## src/design/tsohu_pkg.sv

```systemverilog
package tsohu_pkg;
	// Register byte addresses
	localparam logic [7:0] ADDR_CTRL = 8'h00;
	localparam logic [7:0] ADDR_MSS = 8'h04;
	localparam logic [7:0] ADDR_PAYLEN = 8'h08;
	localparam logic [7:0] ADDR_HDRLEN = 8'h0C;
	localparam logic [7:0] ADDR_IPID = 8'h10;
	localparam logic [7:0] ADDR_PSEUDO = 8'h14;
	localparam logic [7:0] ADDR_L4SUM = 8'h18;
	localparam logic [7:0] ADDR_IPSUM = 8'h1C;
	localparam logic [7:0] ADDR_FLAGS = 8'h20;
	localparam logic [7:0] ADDR_STATUS = 8'h24;
	// Control register bits
	localparam int CTRL_START = 0;
	localparam int CTRL_IPV6 = 1;
	localparam int CTRL_UDP = 2;
	localparam int CTRL_CSUM = 3;
	localparam int CTRL_PSH = 4;
	localparam int CTRL_FIN = 5;
	// Header length register fields
	localparam int HDR_IP_LSB = 8;
	localparam int HDR_TCPW_LSB = 0;
	// TCP flag positions inside the flags byte
	localparam logic [7:0] TCP_PSH_MASK = 8'h08;
	localparam logic [7:0] TCP_FIN_MASK = 8'h01;
	localparam logic [15:0] UDP_HDR_BYTES = 16'h0008;
	localparam logic [15:0] CSUM_ONES = 16'hFFFF;
	// Reset values and response codes
	localparam logic [31:0] RST_ZERO = 32'h0000_0000;
	localparam logic [1:0] RESP_OKAY = 2'b00;
	localparam logic [1:0] RESP_SLVERR = 2'b10;
	typedef enum logic [1:0] {
		ST_IDLE = 2'b00,
		ST_SUM = 2'b01,
		ST_OUT = 2'b10
	} tsohu_state_t;
endpackage : tsohu_pkg

```

## src/design/tsohu_top.sv

```systemverilog
// Decided for this implementation: register access over AXI4-Lite and the register addresses.
`timescale 1ns/1ns
module tsohu_top (
	input wire logic aclk,
	input wire logic aresetn,
	input wire logic [7:0] s_axi_awaddr,
	input wire logic s_axi_awvalid,
	output logic s_axi_awready,
	input wire logic [31:0] s_axi_wdata,
	input wire logic [3:0] s_axi_wstrb,
	input wire logic s_axi_wvalid,
	output logic s_axi_wready,
	output logic [1:0] s_axi_bresp,
	output logic s_axi_bvalid,
	input wire logic s_axi_bready,
	input wire logic [7:0] s_axi_araddr,
	input wire logic s_axi_arvalid,
	output logic s_axi_arready,
	output logic [31:0] s_axi_rdata,
	output logic [1:0] s_axi_rresp,
	output logic s_axi_rvalid,
	input wire logic s_axi_rready,
	input wire logic [31:0] pl_data,
	input wire logic [3:0] pl_keep,
	input wire logic pl_valid,
	output logic pl_ready,
	output logic seg_valid,
	input wire logic seg_ready,
	output logic seg_last,
	output logic [15:0] seg_payload_len,
	output logic [15:0] seg_l4_len,
	output logic [15:0] seg_ip_len,
	output logic [15:0] seg_ip_id,
	output logic [15:0] seg_ip_csum,
	output logic seg_ip_csum_en,
	output logic [7:0] seg_tcp_flags,
	output logic [15:0] seg_l4_csum,
	output logic seg_l4_csum_en
);
	// End-around-carry 16-bit one's complement add
	function automatic logic [15:0] csum_add(input logic [15:0] a, input logic [15:0] b);
		logic [16:0] s;
		s = {1'b0, a} + {1'b0, b};
		return s[15:0] + {15'h0000, s[16]};
	endfunction : csum_add

	// Byte-enable merge for register writes
	function automatic logic [31:0] merge(input logic [31:0] o, input logic [31:0] n,
		input logic [3:0] st);
		logic [31:0] r;
		r = o;
		for (int i = 0; i < 4; i++) begin
			if (st[i]) begin
				r[i*8 +: 8] = n[i*8 +: 8];
			end
		end
		return r;
	endfunction : merge

	tsohu_pkg::tsohu_state_t state_ff, nxt_state;
	logic [31:0] ctrl_ff, mss_ff, paylen_ff, hdrlen_ff, ipid_ff, pseudo_ff;
	logic [31:0] l4sum_ff, ipsum_ff, flags_ff;
	logic [7:0] awaddr_ff;
	logic aw_full_ff, w_full_ff;
	logic [31:0] wdata_ff;
	logic [3:0] wstrb_ff;
	logic [19:0] remain_ff;
	logic [15:0] id_ff, bytes_ff, sum_ff;

	// Write channel: address and data latched in either order
	wire aw_hs = s_axi_awvalid && s_axi_awready;
	wire w_hs = s_axi_wvalid && s_axi_wready;
	wire do_wr = aw_full_ff && w_full_ff && !s_axi_bvalid;
	wire wr_hit = (awaddr_ff <= tsohu_pkg::ADDR_FLAGS) && (awaddr_ff[1:0] == 2'b00);
	assign s_axi_awready = !aw_full_ff;
	assign s_axi_wready = !w_full_ff;
	assign s_axi_arready = !s_axi_rvalid;
	wire wr_ctrl = do_wr && awaddr_ff == tsohu_pkg::ADDR_CTRL;
	wire [31:0] ctrl_wr = merge(ctrl_ff, wdata_ff, wstrb_ff);
	wire start = wr_ctrl && ctrl_wr[tsohu_pkg::CTRL_START] && state_ff == tsohu_pkg::ST_IDLE
		&& paylen_ff[19:0] != 20'h00000 && mss_ff[15:0] != 16'h0000;

	always_ff @(posedge aclk) begin
		if (!aresetn) begin
			aw_full_ff <= 1'b0;
			w_full_ff <= 1'b0;
			awaddr_ff <= 8'h00;
			wdata_ff <= tsohu_pkg::RST_ZERO;
			wstrb_ff <= 4'h0;
			s_axi_bvalid <= 1'b0;
			s_axi_bresp <= tsohu_pkg::RESP_OKAY;
		end else begin
			if (aw_hs) begin
				aw_full_ff <= 1'b1;
				awaddr_ff <= s_axi_awaddr;
			end else if (do_wr) begin
				aw_full_ff <= 1'b0;
			end
			if (w_hs) begin
				w_full_ff <= 1'b1;
				wdata_ff <= s_axi_wdata;
				wstrb_ff <= s_axi_wstrb;
			end else if (do_wr) begin
				w_full_ff <= 1'b0;
			end
			if (do_wr) begin
				s_axi_bvalid <= 1'b1;
				s_axi_bresp <= wr_hit ? tsohu_pkg::RESP_OKAY : tsohu_pkg::RESP_SLVERR;
			end else if (s_axi_bready) begin
				s_axi_bvalid <= 1'b0;
			end
		end
	end

	// Register file; start bit never stored
	always_ff @(posedge aclk) begin
		if (!aresetn) begin
			ctrl_ff <= tsohu_pkg::RST_ZERO;
			mss_ff <= tsohu_pkg::RST_ZERO;
			paylen_ff <= tsohu_pkg::RST_ZERO;
			hdrlen_ff <= tsohu_pkg::RST_ZERO;
			ipid_ff <= tsohu_pkg::RST_ZERO;
			pseudo_ff <= tsohu_pkg::RST_ZERO;
			l4sum_ff <= tsohu_pkg::RST_ZERO;
			ipsum_ff <= tsohu_pkg::RST_ZERO;
			flags_ff <= tsohu_pkg::RST_ZERO;
		end else if (do_wr) begin
			case (awaddr_ff)
				tsohu_pkg::ADDR_CTRL: ctrl_ff <= {ctrl_wr[31:1], 1'b0};
				tsohu_pkg::ADDR_MSS: mss_ff <= merge(mss_ff, wdata_ff, wstrb_ff);
				tsohu_pkg::ADDR_PAYLEN: paylen_ff <= merge(paylen_ff, wdata_ff, wstrb_ff);
				tsohu_pkg::ADDR_HDRLEN: hdrlen_ff <= merge(hdrlen_ff, wdata_ff, wstrb_ff);
				tsohu_pkg::ADDR_IPID: ipid_ff <= merge(ipid_ff, wdata_ff, wstrb_ff);
				tsohu_pkg::ADDR_PSEUDO: pseudo_ff <= merge(pseudo_ff, wdata_ff, wstrb_ff);
				tsohu_pkg::ADDR_L4SUM: l4sum_ff <= merge(l4sum_ff, wdata_ff, wstrb_ff);
				tsohu_pkg::ADDR_IPSUM: ipsum_ff <= merge(ipsum_ff, wdata_ff, wstrb_ff);
				tsohu_pkg::ADDR_FLAGS: flags_ff <= merge(flags_ff, wdata_ff, wstrb_ff);
				default: ;
			endcase
		end
	end

	// Read mux; unmapped reads answer zero with an error
	wire busy = state_ff != tsohu_pkg::ST_IDLE;
	logic [31:0] rd_mux;
	logic rd_hit;
	always_comb begin
		rd_hit = 1'b1;
		case (s_axi_araddr)
			tsohu_pkg::ADDR_CTRL: rd_mux = ctrl_ff;
			tsohu_pkg::ADDR_MSS: rd_mux = mss_ff;
			tsohu_pkg::ADDR_PAYLEN: rd_mux = paylen_ff;
			tsohu_pkg::ADDR_HDRLEN: rd_mux = hdrlen_ff;
			tsohu_pkg::ADDR_IPID: rd_mux = ipid_ff;
			tsohu_pkg::ADDR_PSEUDO: rd_mux = pseudo_ff;
			tsohu_pkg::ADDR_L4SUM: rd_mux = l4sum_ff;
			tsohu_pkg::ADDR_IPSUM: rd_mux = ipsum_ff;
			tsohu_pkg::ADDR_FLAGS: rd_mux = flags_ff;
			tsohu_pkg::ADDR_STATUS: rd_mux = {remain_ff, 11'h000, busy};
			default: begin
				rd_mux = tsohu_pkg::RST_ZERO;
				rd_hit = 1'b0;
			end
		endcase
	end

	always_ff @(posedge aclk) begin
		if (!aresetn) begin
			s_axi_rvalid <= 1'b0;
			s_axi_rdata <= tsohu_pkg::RST_ZERO;
			s_axi_rresp <= tsohu_pkg::RESP_OKAY;
		end else if (s_axi_arvalid && s_axi_arready) begin
			s_axi_rvalid <= 1'b1;
			s_axi_rdata <= rd_mux;
			s_axi_rresp <= rd_hit ? tsohu_pkg::RESP_OKAY : tsohu_pkg::RESP_SLVERR;
		end else if (s_axi_rready) begin
			s_axi_rvalid <= 1'b0;
		end
	end

	// Per-segment lengths from the live context
	wire is_v6 = ctrl_ff[tsohu_pkg::CTRL_IPV6];
	wire is_udp = ctrl_ff[tsohu_pkg::CTRL_UDP];
	wire [3:0] tcp_words = hdrlen_ff[tsohu_pkg::HDR_TCPW_LSB +: 4];
	wire [15:0] ip_hdr_bytes = {8'h00, hdrlen_ff[tsohu_pkg::HDR_IP_LSB +: 8]};
	wire [15:0] l4_hdr_bytes = is_udp ? tsohu_pkg::UDP_HDR_BYTES
		: {10'h000, tcp_words, 2'b00};
	wire last = remain_ff <= {4'h0, mss_ff[15:0]};
	wire [15:0] pay_len = last ? remain_ff[15:0] : mss_ff[15:0];
	wire [15:0] l4_len = 16'(pay_len + l4_hdr_bytes);
	wire [15:0] ip_len = 16'(l4_len + ip_hdr_bytes);

	// Flags: template kept, push and finish on last only
	wire [7:0] pf_mask = tsohu_pkg::TCP_PSH_MASK | tsohu_pkg::TCP_FIN_MASK;
	wire [7:0] pf_set = (ctrl_ff[tsohu_pkg::CTRL_PSH] ? tsohu_pkg::TCP_PSH_MASK : 8'h00)
		| (ctrl_ff[tsohu_pkg::CTRL_FIN] ? tsohu_pkg::TCP_FIN_MASK : 8'h00);
	wire [7:0] tcp_flags = (flags_ff[7:0] & ~pf_mask) | (last ? pf_set : 8'h00);
	wire [15:0] flag_word = is_udp ? 16'h0000 : {tcp_words, 4'h0, tcp_flags};

	// Payload beat: little-endian lanes, byte 0 is the high half of word 0
	wire pl_hs = pl_valid && pl_ready;
	wire [7:0] b0 = pl_keep[0] ? pl_data[7:0] : 8'h00;
	wire [7:0] b1 = pl_keep[1] ? pl_data[15:8] : 8'h00;
	wire [7:0] b2 = pl_keep[2] ? pl_data[23:16] : 8'h00;
	wire [7:0] b3 = pl_keep[3] ? pl_data[31:24] : 8'h00;
	wire [15:0] beat_sum = csum_add(csum_add(sum_ff, {b0, b1}), {b2, b3});
	wire [2:0] beat_bytes = 3'({2'b00, pl_keep[0]} + {2'b00, pl_keep[1]}
		+ {2'b00, pl_keep[2]} + {2'b00, pl_keep[3]});
	wire [15:0] bytes_nxt = 16'(bytes_ff + {13'h0000, beat_bytes});
	wire seg_done = pl_hs && bytes_nxt >= pay_len;
	assign pl_ready = state_ff == tsohu_pkg::ST_SUM;

	// Transport checksum: pseudo partial plus length plus header plus payload
	wire [15:0] ps_len = csum_add(pseudo_ff[15:0], l4_len);
	wire [15:0] hdr_part = csum_add(csum_add(l4sum_ff[15:0], flag_word),
		is_udp ? l4_len : 16'h0000);
	wire [15:0] l4_raw = ~csum_add(csum_add(ps_len, hdr_part), beat_sum);
	wire [15:0] l4_fix = (is_v6 && is_udp && l4_raw == 16'h0000)
		? tsohu_pkg::CSUM_ONES : l4_raw;
	// IPv4 header checksum redone with this segment's length and id
	wire [15:0] ip_raw = ~csum_add(csum_add(ipsum_ff[15:0], ip_len), id_ff);

	// Segment sequencer
	always_comb begin
		nxt_state = state_ff;
		case (state_ff)
			tsohu_pkg::ST_IDLE: if (start) nxt_state = tsohu_pkg::ST_SUM;
			tsohu_pkg::ST_SUM: if (seg_done) nxt_state = tsohu_pkg::ST_OUT;
			tsohu_pkg::ST_OUT: if (seg_ready) nxt_state = last ? tsohu_pkg::ST_IDLE
				: tsohu_pkg::ST_SUM;
			default: nxt_state = tsohu_pkg::ST_IDLE;
		endcase
	end

	always_ff @(posedge aclk) begin
		if (!aresetn) begin
			state_ff <= tsohu_pkg::ST_IDLE;
			remain_ff <= 20'h00000;
			id_ff <= 16'h0000;
			bytes_ff <= 16'h0000;
			sum_ff <= 16'h0000;
		end else begin
			state_ff <= nxt_state;
			if (start) begin
				remain_ff <= paylen_ff[19:0];
				id_ff <= ipid_ff[15:0];
			end else if (state_ff == tsohu_pkg::ST_OUT && seg_ready) begin
				remain_ff <= remain_ff - {4'h0, pay_len};
				id_ff <= 16'(id_ff + 16'h0001);
			end
			if (start || state_ff == tsohu_pkg::ST_OUT) begin
				bytes_ff <= 16'h0000;
				sum_ff <= 16'h0000;
			end else if (pl_hs) begin
				bytes_ff <= bytes_nxt;
				sum_ff <= beat_sum;
			end
		end
	end

	// Segment result registers; IP flags and offset never touched here
	assign seg_valid = state_ff == tsohu_pkg::ST_OUT;
	always_ff @(posedge aclk) begin
		if (!aresetn) begin
			seg_last <= 1'b0;
			seg_payload_len <= 16'h0000;
			seg_l4_len <= 16'h0000;
			seg_ip_len <= 16'h0000;
			seg_ip_id <= 16'h0000;
			seg_ip_csum <= 16'h0000;
			seg_ip_csum_en <= 1'b0;
			seg_tcp_flags <= 8'h00;
			seg_l4_csum <= 16'h0000;
			seg_l4_csum_en <= 1'b0;
		end else if (state_ff == tsohu_pkg::ST_SUM && seg_done) begin
			seg_last <= last;
			seg_payload_len <= pay_len;
			seg_l4_len <= l4_len;
			seg_ip_len <= ip_len;
			seg_ip_id <= id_ff;
			seg_ip_csum <= ip_raw;
			seg_ip_csum_en <= !is_v6;
			seg_tcp_flags <= is_udp ? 8'h00 : tcp_flags;
			seg_l4_csum <= l4_fix;
			seg_l4_csum_en <= !is_udp || ctrl_ff[tsohu_pkg::CTRL_CSUM];
		end
	end
endmodule : tsohu_top

```

## config.mk

```make
export PLATFORM = sky130hd
export DESIGN_NAME = tsohu_top
export DESIGN_NICKNAME = d
export VERILOG_FILES = /design/src/design/tsohu_pkg.sv /design/src/design/tsohu_top.sv
export SDC_FILE = /design/constraint.sdc
export NUM_CORES = 2
export LEC_CHECK = 0
export BUFFER_PORTS_ARGS = -buffer_cell sky130_fd_sc_hd__buf_2
export CELL_PAD_IN_SITES_DETAIL_PLACEMENT = 1
export CELL_PAD_IN_SITES_GLOBAL_PLACEMENT = 1
export CORE_MARGIN = 1
export CORE_UTILIZATION = 43
export CTS_BUF_LIST = sky130_fd_sc_hd__clkbuf_2 sky130_fd_sc_hd__clkbuf_4 sky130_fd_sc_hd__clkbuf_8
export DETAILED_ROUTE_END_ITERATION = 10
export PLACE_DENSITY = 0.77
export SKIP_CTS_REPAIR_TIMING = 1
export SYNTH_ARGS = -nofsm -noshare
export SYNTH_HDL_FRONTEND = slang
export SYNTH_SLANG_ARGS = --single-unit
export TNS_END_PERCENT = 30
```

## constraint.sdc

```tcl
create_clock -name aclk -period 17.7 [get_ports aclk]
set_input_delay 4.425 -clock aclk [delete_from_list [all_inputs] [get_ports aclk]]
set_output_delay 4.425 -clock aclk [all_outputs]
set_load 0.05 [all_outputs]
```

* Word level (Yosys, flattened, before mapping)
Index checks and enable logic that the tools add are counted.
** Word-level totals
- Register bits after elaboration :: 548
- Input port bits :: 97
- Output and inout bits :: 150
** Operators by class
- Add/subtract/negate cells :: 26
- $lt $le $gt $ge :: 3
- Equality and inequality tests :: 22
- Multiplexer cells :: 34
- Bitwise logic cells :: 5
- Reductions and logical operators :: 77
** Operator list (number)
- one-hot mux 32 bit (10 select lines) :: 1
- adder 16 x 16 -> 17 bit :: 9
- adder 16 x 1 -> 16 bit :: 9
- AND reduction 3 bit :: 37
- two-way mux 16 bit :: 6
- == test 8 x 5 -> 1 bit (second input constant) :: 8
- two-way mux 20 bit :: 2
- two-way mux 8 bit :: 5
- == test 8 x 4 -> 1 bit (second input constant) :: 4
- inverter 16 bit :: 2
- == test 8 x 6 -> 1 bit (second input constant) :: 3
- less-or-equal comparator 20 x 16 -> 1 bit :: 1
- nonzero test 20 bit :: 1
- subtractor 20 x 16 -> 20 bit :: 1
- logical AND 1 bit :: 17
- adder 16 x 1 -> 16 bit (second input constant) :: 1
- adder 16 x 3 -> 16 bit :: 1
- adder 16 x 6 -> 16 bit :: 1
- adder 16 x 8 -> 16 bit :: 1
- == test 8 x 3 -> 1 bit (second input constant) :: 2
- greater-or-equal comparator 16 bit :: 1
- logical NOT 16 bit :: 1
- logical NOT 8 bit :: 2
- nonzero test 16 bit :: 1
- 22 further kinds :: 50

* Longest topological paths before layout
- Word-level depth :: 17
- Depth in mapped cells :: 83
- Depth with buffers taken out :: 77

* Worst setup path after synthesis
OpenSTA, ideal clock, no wires.
- Path kind :: input -> register
- Start point :: input pl_data[8]
- End point :: register seg_l4_csum[14]
- Setup time :: 0.088 ns
- Arrival time :: 14.454 ns
- Path slack :: 3.158 ns
- Stages on the path :: 53
- Path buffers :: 2
- Cells stage by stage :: and2_1 ha_1 fa_1 a211oi_1 o21bai_1 a31o_2 a41o_1 or3_1 a21oi_1 a21oi_1 a21o_1 a21o_1 ha_1 ha_1 and3_1 nand3_1 and3b_1 nand3_1 [17 not listed] o211ai_1 o21ai_0 o31ai_1 a21oi_1 o21ai_0 a21oi_1 o21bai_1 ha_1 ha_1 nor4b_2 nand2_1 a211o_1 nor4_1 xnor2_1 nor4_4 nand3_2 buf_6 a311oi_2
** Between the ends
- Longest elaborated chain between the ends :: 11
** RTL lines
- from (decl) :: line tsohu_top.sv:23 : input wire logic [31:0] pl_data,
- two-way mux 8 bit (*) :: line tsohu_top.sv:203 : wire [7:0] b1 = pl_keep[1] ? pl_data[15:8] : 8'h00;
- adder 16 x 16 -> 17 bit (*) :: line tsohu_top.sv:43 : s = {1'b0, a} + {1'b0, b};
- adder 16 x 1 -> 16 bit (*) :: line tsohu_top.sv:44 : return s[15:0] + {15'h0000, s[16]};
- adder 16 x 16 -> 17 bit (*) :: line tsohu_top.sv:43
- adder 16 x 1 -> 16 bit (*) :: line tsohu_top.sv:44
- net beat_sum[9] :: line tsohu_top.sv:206 : wire [15:0] beat_sum = csum_add(csum_add(sum_ff, {b0, b1}), {b2, b3});
- adder 16 x 16 -> 17 bit (*) :: line tsohu_top.sv:43
- adder 16 x 1 -> 16 bit (*) :: line tsohu_top.sv:44
- inverter 16 bit (*) :: line tsohu_top.sv:217 : wire [15:0] l4_raw = ~csum_add(csum_add(ps_len, hdr_part), beat_sum);
- logical NOT 16 bit :: line tsohu_top.sv:218 : wire [15:0] l4_fix = (is_v6 && is_udp && l4_raw == 16'h0000)
- logical AND 1 bit :: line tsohu_top.sv:218
- two-way mux 16 bit (*) :: line tsohu_top.sv:219 : ? tsohu_pkg::CSUM_ONES : l4_raw;
- to (signal assigned) :: line tsohu_top.sv:284 : seg_l4_csum <= l4_fix;
- to (decl) :: line tsohu_top.sv:37 : output logic [15:0] seg_l4_csum,
The timed path passes the listed nets; every way through them passes the cells marked *.
A chain may end at the register's enable or synchronous reset.

* Worst setup path in the final report
- Start point :: register mss_ff[13]
- End point :: register seg_l4_csum[1]
** Between the ends
- Elaborated cells between the ends (all ways) :: 24
- Classes of those cells :: 11 x add/sub; 2 x order compare; 5 x mux; 2 x bitwise; 4 x reduce/logical
** RTL lines
- from (decl) :: line tsohu_top.sv:61 : logic [31:0] ctrl_ff, mss_ff, paylen_ff, hdrlen_ff, ipid_ff, pseudo_ff;
- from (signal assigned) :: line tsohu_top.sv:119 : mss_ff <= tsohu_pkg::RST_ZERO;
- from (signal assigned) :: line tsohu_top.sv:130 : tsohu_pkg::ADDR_MSS: mss_ff <= merge(mss_ff, wdata_ff, wstrb_ff);
- less-or-equal comparator 20 x 16 -> 1 bit (*) :: line tsohu_top.sv:188 : wire last = remain_ff <= {4'h0, mss_ff[15:0]};
- two-way mux 16 bit (*) :: line tsohu_top.sv:189 : wire [15:0] pay_len = last ? remain_ff[15:0] : mss_ff[15:0];
- net pay_len[2] :: line tsohu_top.sv:189
- adder 16 x 6 -> 16 bit (*) :: line tsohu_top.sv:190 : wire [15:0] l4_len = 16'(pay_len + l4_hdr_bytes);
- net l4_len[8] :: line tsohu_top.sv:190
- two-way mux 16 bit :: line tsohu_top.sv:216 : is_udp ? l4_len : 16'h0000);
- adder 16 x 16 -> 17 bit :: line tsohu_top.sv:43
- adder 16 x 1 -> 16 bit :: line tsohu_top.sv:44
- adder 16 x 16 -> 17 bit (*) :: line tsohu_top.sv:43
- adder 16 x 1 -> 16 bit (*) :: line tsohu_top.sv:44
- adder 16 x 16 -> 17 bit (*) :: line tsohu_top.sv:43
- adder 16 x 1 -> 16 bit (*) :: line tsohu_top.sv:44
- inverter 16 bit (*) :: line tsohu_top.sv:217
- logical NOT 16 bit :: line tsohu_top.sv:218
- logical AND 1 bit :: line tsohu_top.sv:218
- two-way mux 16 bit (*) :: line tsohu_top.sv:219
Marked as above.

==> metrics <==
Final setup viols 0; synthesized instance count 4292; Mapped Area 33500 sq um; Peak VDD IR 57.3 uV; First-pass DRT Iterations 8; share of layout cells above drive strength 1 0.123; deepest clock path buffer count 3; first-pass GRT wire length 195000 microns; H-tree lvl count 3; commonest non-fill, non-tap cell in the layout nand2_1; Area Growth Syn to Fin 12.4%; Synth Area per Inst 7.81 sq um; vias in the first global route 32700; final wirelength ~130000 microns; CTS clk-pin slew, worst paths roughly 0.060 ns; Min-Delay Path Class flip-flop to flip-flop; number of antenna violations at the first check in global routing 5; crit path kind flip-flop to flip-flop; hold_ws 0.452 ns; Starting Density 0.433; total grt overflow 0; Pins Over Slew Limit 0; die footprint 79100 sq um; CTS tree yes; Hold Violations, Final 0; cell family contributing the most delay on the critical path compound AO/OA/AOI/OAI gates; power density cells 73.5 nW/um^2; critical path fanouts, max 23; input/output buffers between 200 and 250; FFs w/ async S/R, synth 0; Pleak 14.9 nW; Routed WL per cell 23.4 microns; WP data arrival 16.87 ns; Sink Count 544; Final Cycle Share 0.918; Synth cell types slightly above 90; Max Freq 61.5 MHz; RSZ-0062 raised after global routing false; die height 281 microns; total negative slack 0 ns; top-area cell type share of the netlist area 0.325; ANT nets after route 0; number of enable flip-flop cells after synthesis 0; Hold EP seg_ip_len[5]$_SDFFE_PN0P_; max incr delay on CP ~0.76 ns; Crit path buffers/inverters 5; GRT Util Overall 0.320; clock skew 0.0587 ns; fin crit period approximately 16 ns; Tot Pwr ~2.8 mW; largest net degree at the start of global routing 161; post-DR vias/cell 6.01; startpoint types flip-flop; R2R cell count 65; post-synth top area cell dfxtp_1; layout net count 4768; CP startpoint mss_ff[13]$_SDFFE_PN0P_; Primary FF master, synth dfxtp_1; headroom to the max-slew limit 0.230; core area 77300 sq um; Ys Warns 0; register area share after synthesis 0.325; Synth area leaders dfxtp_1 (32%), ha_1 (8.2%), nand2_1 (7.6%), a21oi_1 (7.5%), xnor2_1 (4.4%); crit end category flip-flop; DIE WIDTH 281 microns; Worst-Margin Slew 1.14 ns; CP dominant cell by count ha_1; I/O Pins 247; most frequent cells in the layout nand2_1 (680), dfxtp_1 (544), a21oi_1 (501); source of the worst hold timing path seg_ip_len[5]$_SDFFE_PN0P_; root buffer cell clkbuf_8; status completed; Max Cap Violations 0; hold-critical path depth 2; worst r2r src mss_ff[13]$_SDFFE_PN0P_; FF+latch count, synth 544; via count roughly 33000; HPWL after detailed placement 96500 microns; DRC viols 0; Crit-path slowest cell xnor2_1; Final GP Congestion 0.944; number of buffers created by CTS 97; drt initial violations 2683; FF-to-FF End seg_l4_csum[1]$_SDFFE_PN0P_; # rows roughly 100; clk_lat worst skew 0.73 ns; CP Data Required Time 18.32 ns; FF-to-FF setup slack 1.45 ns
## worst max path at each step
| stage | to | slack (ns) | cells past startpoint |
|---|---|---|---|
| after CTS | seg_l4_csum[1]$_SDFFE_PN0P_ | 1.47 | 65 |
| after global placement | seg_l4_csum[14]$_SDFFE_PN0P_ | 1.91 | 52 |
| final | seg_l4_csum[1]$_SDFFE_PN0P_ | 1.45 | 65 |
| after detailed placement | seg_l4_csum[1]$_SDFFE_PN0P_ | 1.58 | 51 |
| after global routing | seg_l4_csum[1]$_SDFFE_PN0P_ | 0.08 | 65 |
| after floorplan | seg_l4_csum[14]$_SDFFE_PN0P_ | 3.16 | 53 |
## state kept, by name, indices dropped and copies added (netlist names), 16 cells and up
register and flops:
id_ff 16, ipid_ff 32, seg_ip_id 16, ctrl_ff 31, remain_ff 20, flags_ff 32
mss_ff 32, l4sum_ff 32, seg_ip_len 16, ipsum_ff 32, seg_l4_csum 16, pseudo_ff 32
seg_payload_len 16, wdata_ff 32, paylen_ff 32, s_axi_rdata 32, bytes_ff 16, sum_ff 16
seg_ip_csum 16, hdrlen_ff 32
## cells by family (layout without fill, tap and decap cells)
family          count (synthesis)  in the layout  synth area share
buf+inv                       340            560            0.0408
compound gates               1109           1109             0.213
mux                            68             68            0.0204
fa+ha+maj                     235            235            0.0911
simple gates                 1703           1703             0.233
xor+xnor                      292            292            0.0767
other cells                     1              6          0.000112
flops                         544            544             0.325
## metrics by stage
stage	cell area, sq um	utilization	cells	worst slack (ns)
finish	37700	0.487	5557	1.45
global placement	35500	0.459	5377	1.91
detailed placement	35500	0.459	5377	1.58
CTS	37700	0.487	5553	1.47
floorplan	33500	-	4293	3.16
global route	37700	0.487	5554	0.0849
## layout make-up
class,count,area (sq um)
diodes,4,10.0
clock buffers,161,2030
clock inverters,15,155
fillers,9626,39700
inverters,89,342
multi-input cells,3409,21400
flip-flops and latches,544,10900
well taps,1040,1300
repair buffers,295,1600
## worst reg2reg max path: cells and delay by family, from the launching register on
family          cells  cell delay (ns)
flops               1             0.46
mux                 1             0.29
simple gates       20             3.86
fa+ha+maj          12             3.68
xor+xnor            3             1.13
compound gates     24             6.02
buf+inv             5             0.70
## Yosys cell counts, types with 10 or more instances
library cell,count
a211oi_1,62
a21o_1,52
a21oi_1,501
a221oi_1,61
a222oi_1,12
a22o_1,56
a22oi_1,45
a311oi_2,10
a31oi_1,48
and2_1,55
and3_1,28
clkbuf_1,226
dfxtp_1,544
fa_1,15
ha_1,220
inv_1,89
mux2i_1,65
nand2_1,680
nand2b_1,27
nand3_1,273
nand3b_1,12
nand4_1,37
nor2_1,347
nor2b_1,42
nor3_1,80
nor3b_1,14
nor4_1,33
o211ai_1,17
o21a_1,39
o21ai_0,94
o21bai_1,13
or2_2,13
or3_1,19
xnor2_1,169
xor2_1,122
## layer usage
layer,vias up,share of wire,GRT usage
li1,15600,-,-
met1,16300,0.43,0.413
met2,1199,0.46,0.525
met3,310,0.067,0.0540
met4,2,0.044,0.139
met5,-,0.00010,0
## where the power goes
part,internal (mW),leakage [nW],switching [mW]
Clock,0.742,1.16,0.576
Sequential,1.23,4.39,0.0220
Combinational,0.0616,9.40,0.138
No activity file was read; power rests on OpenSTA's default activity.
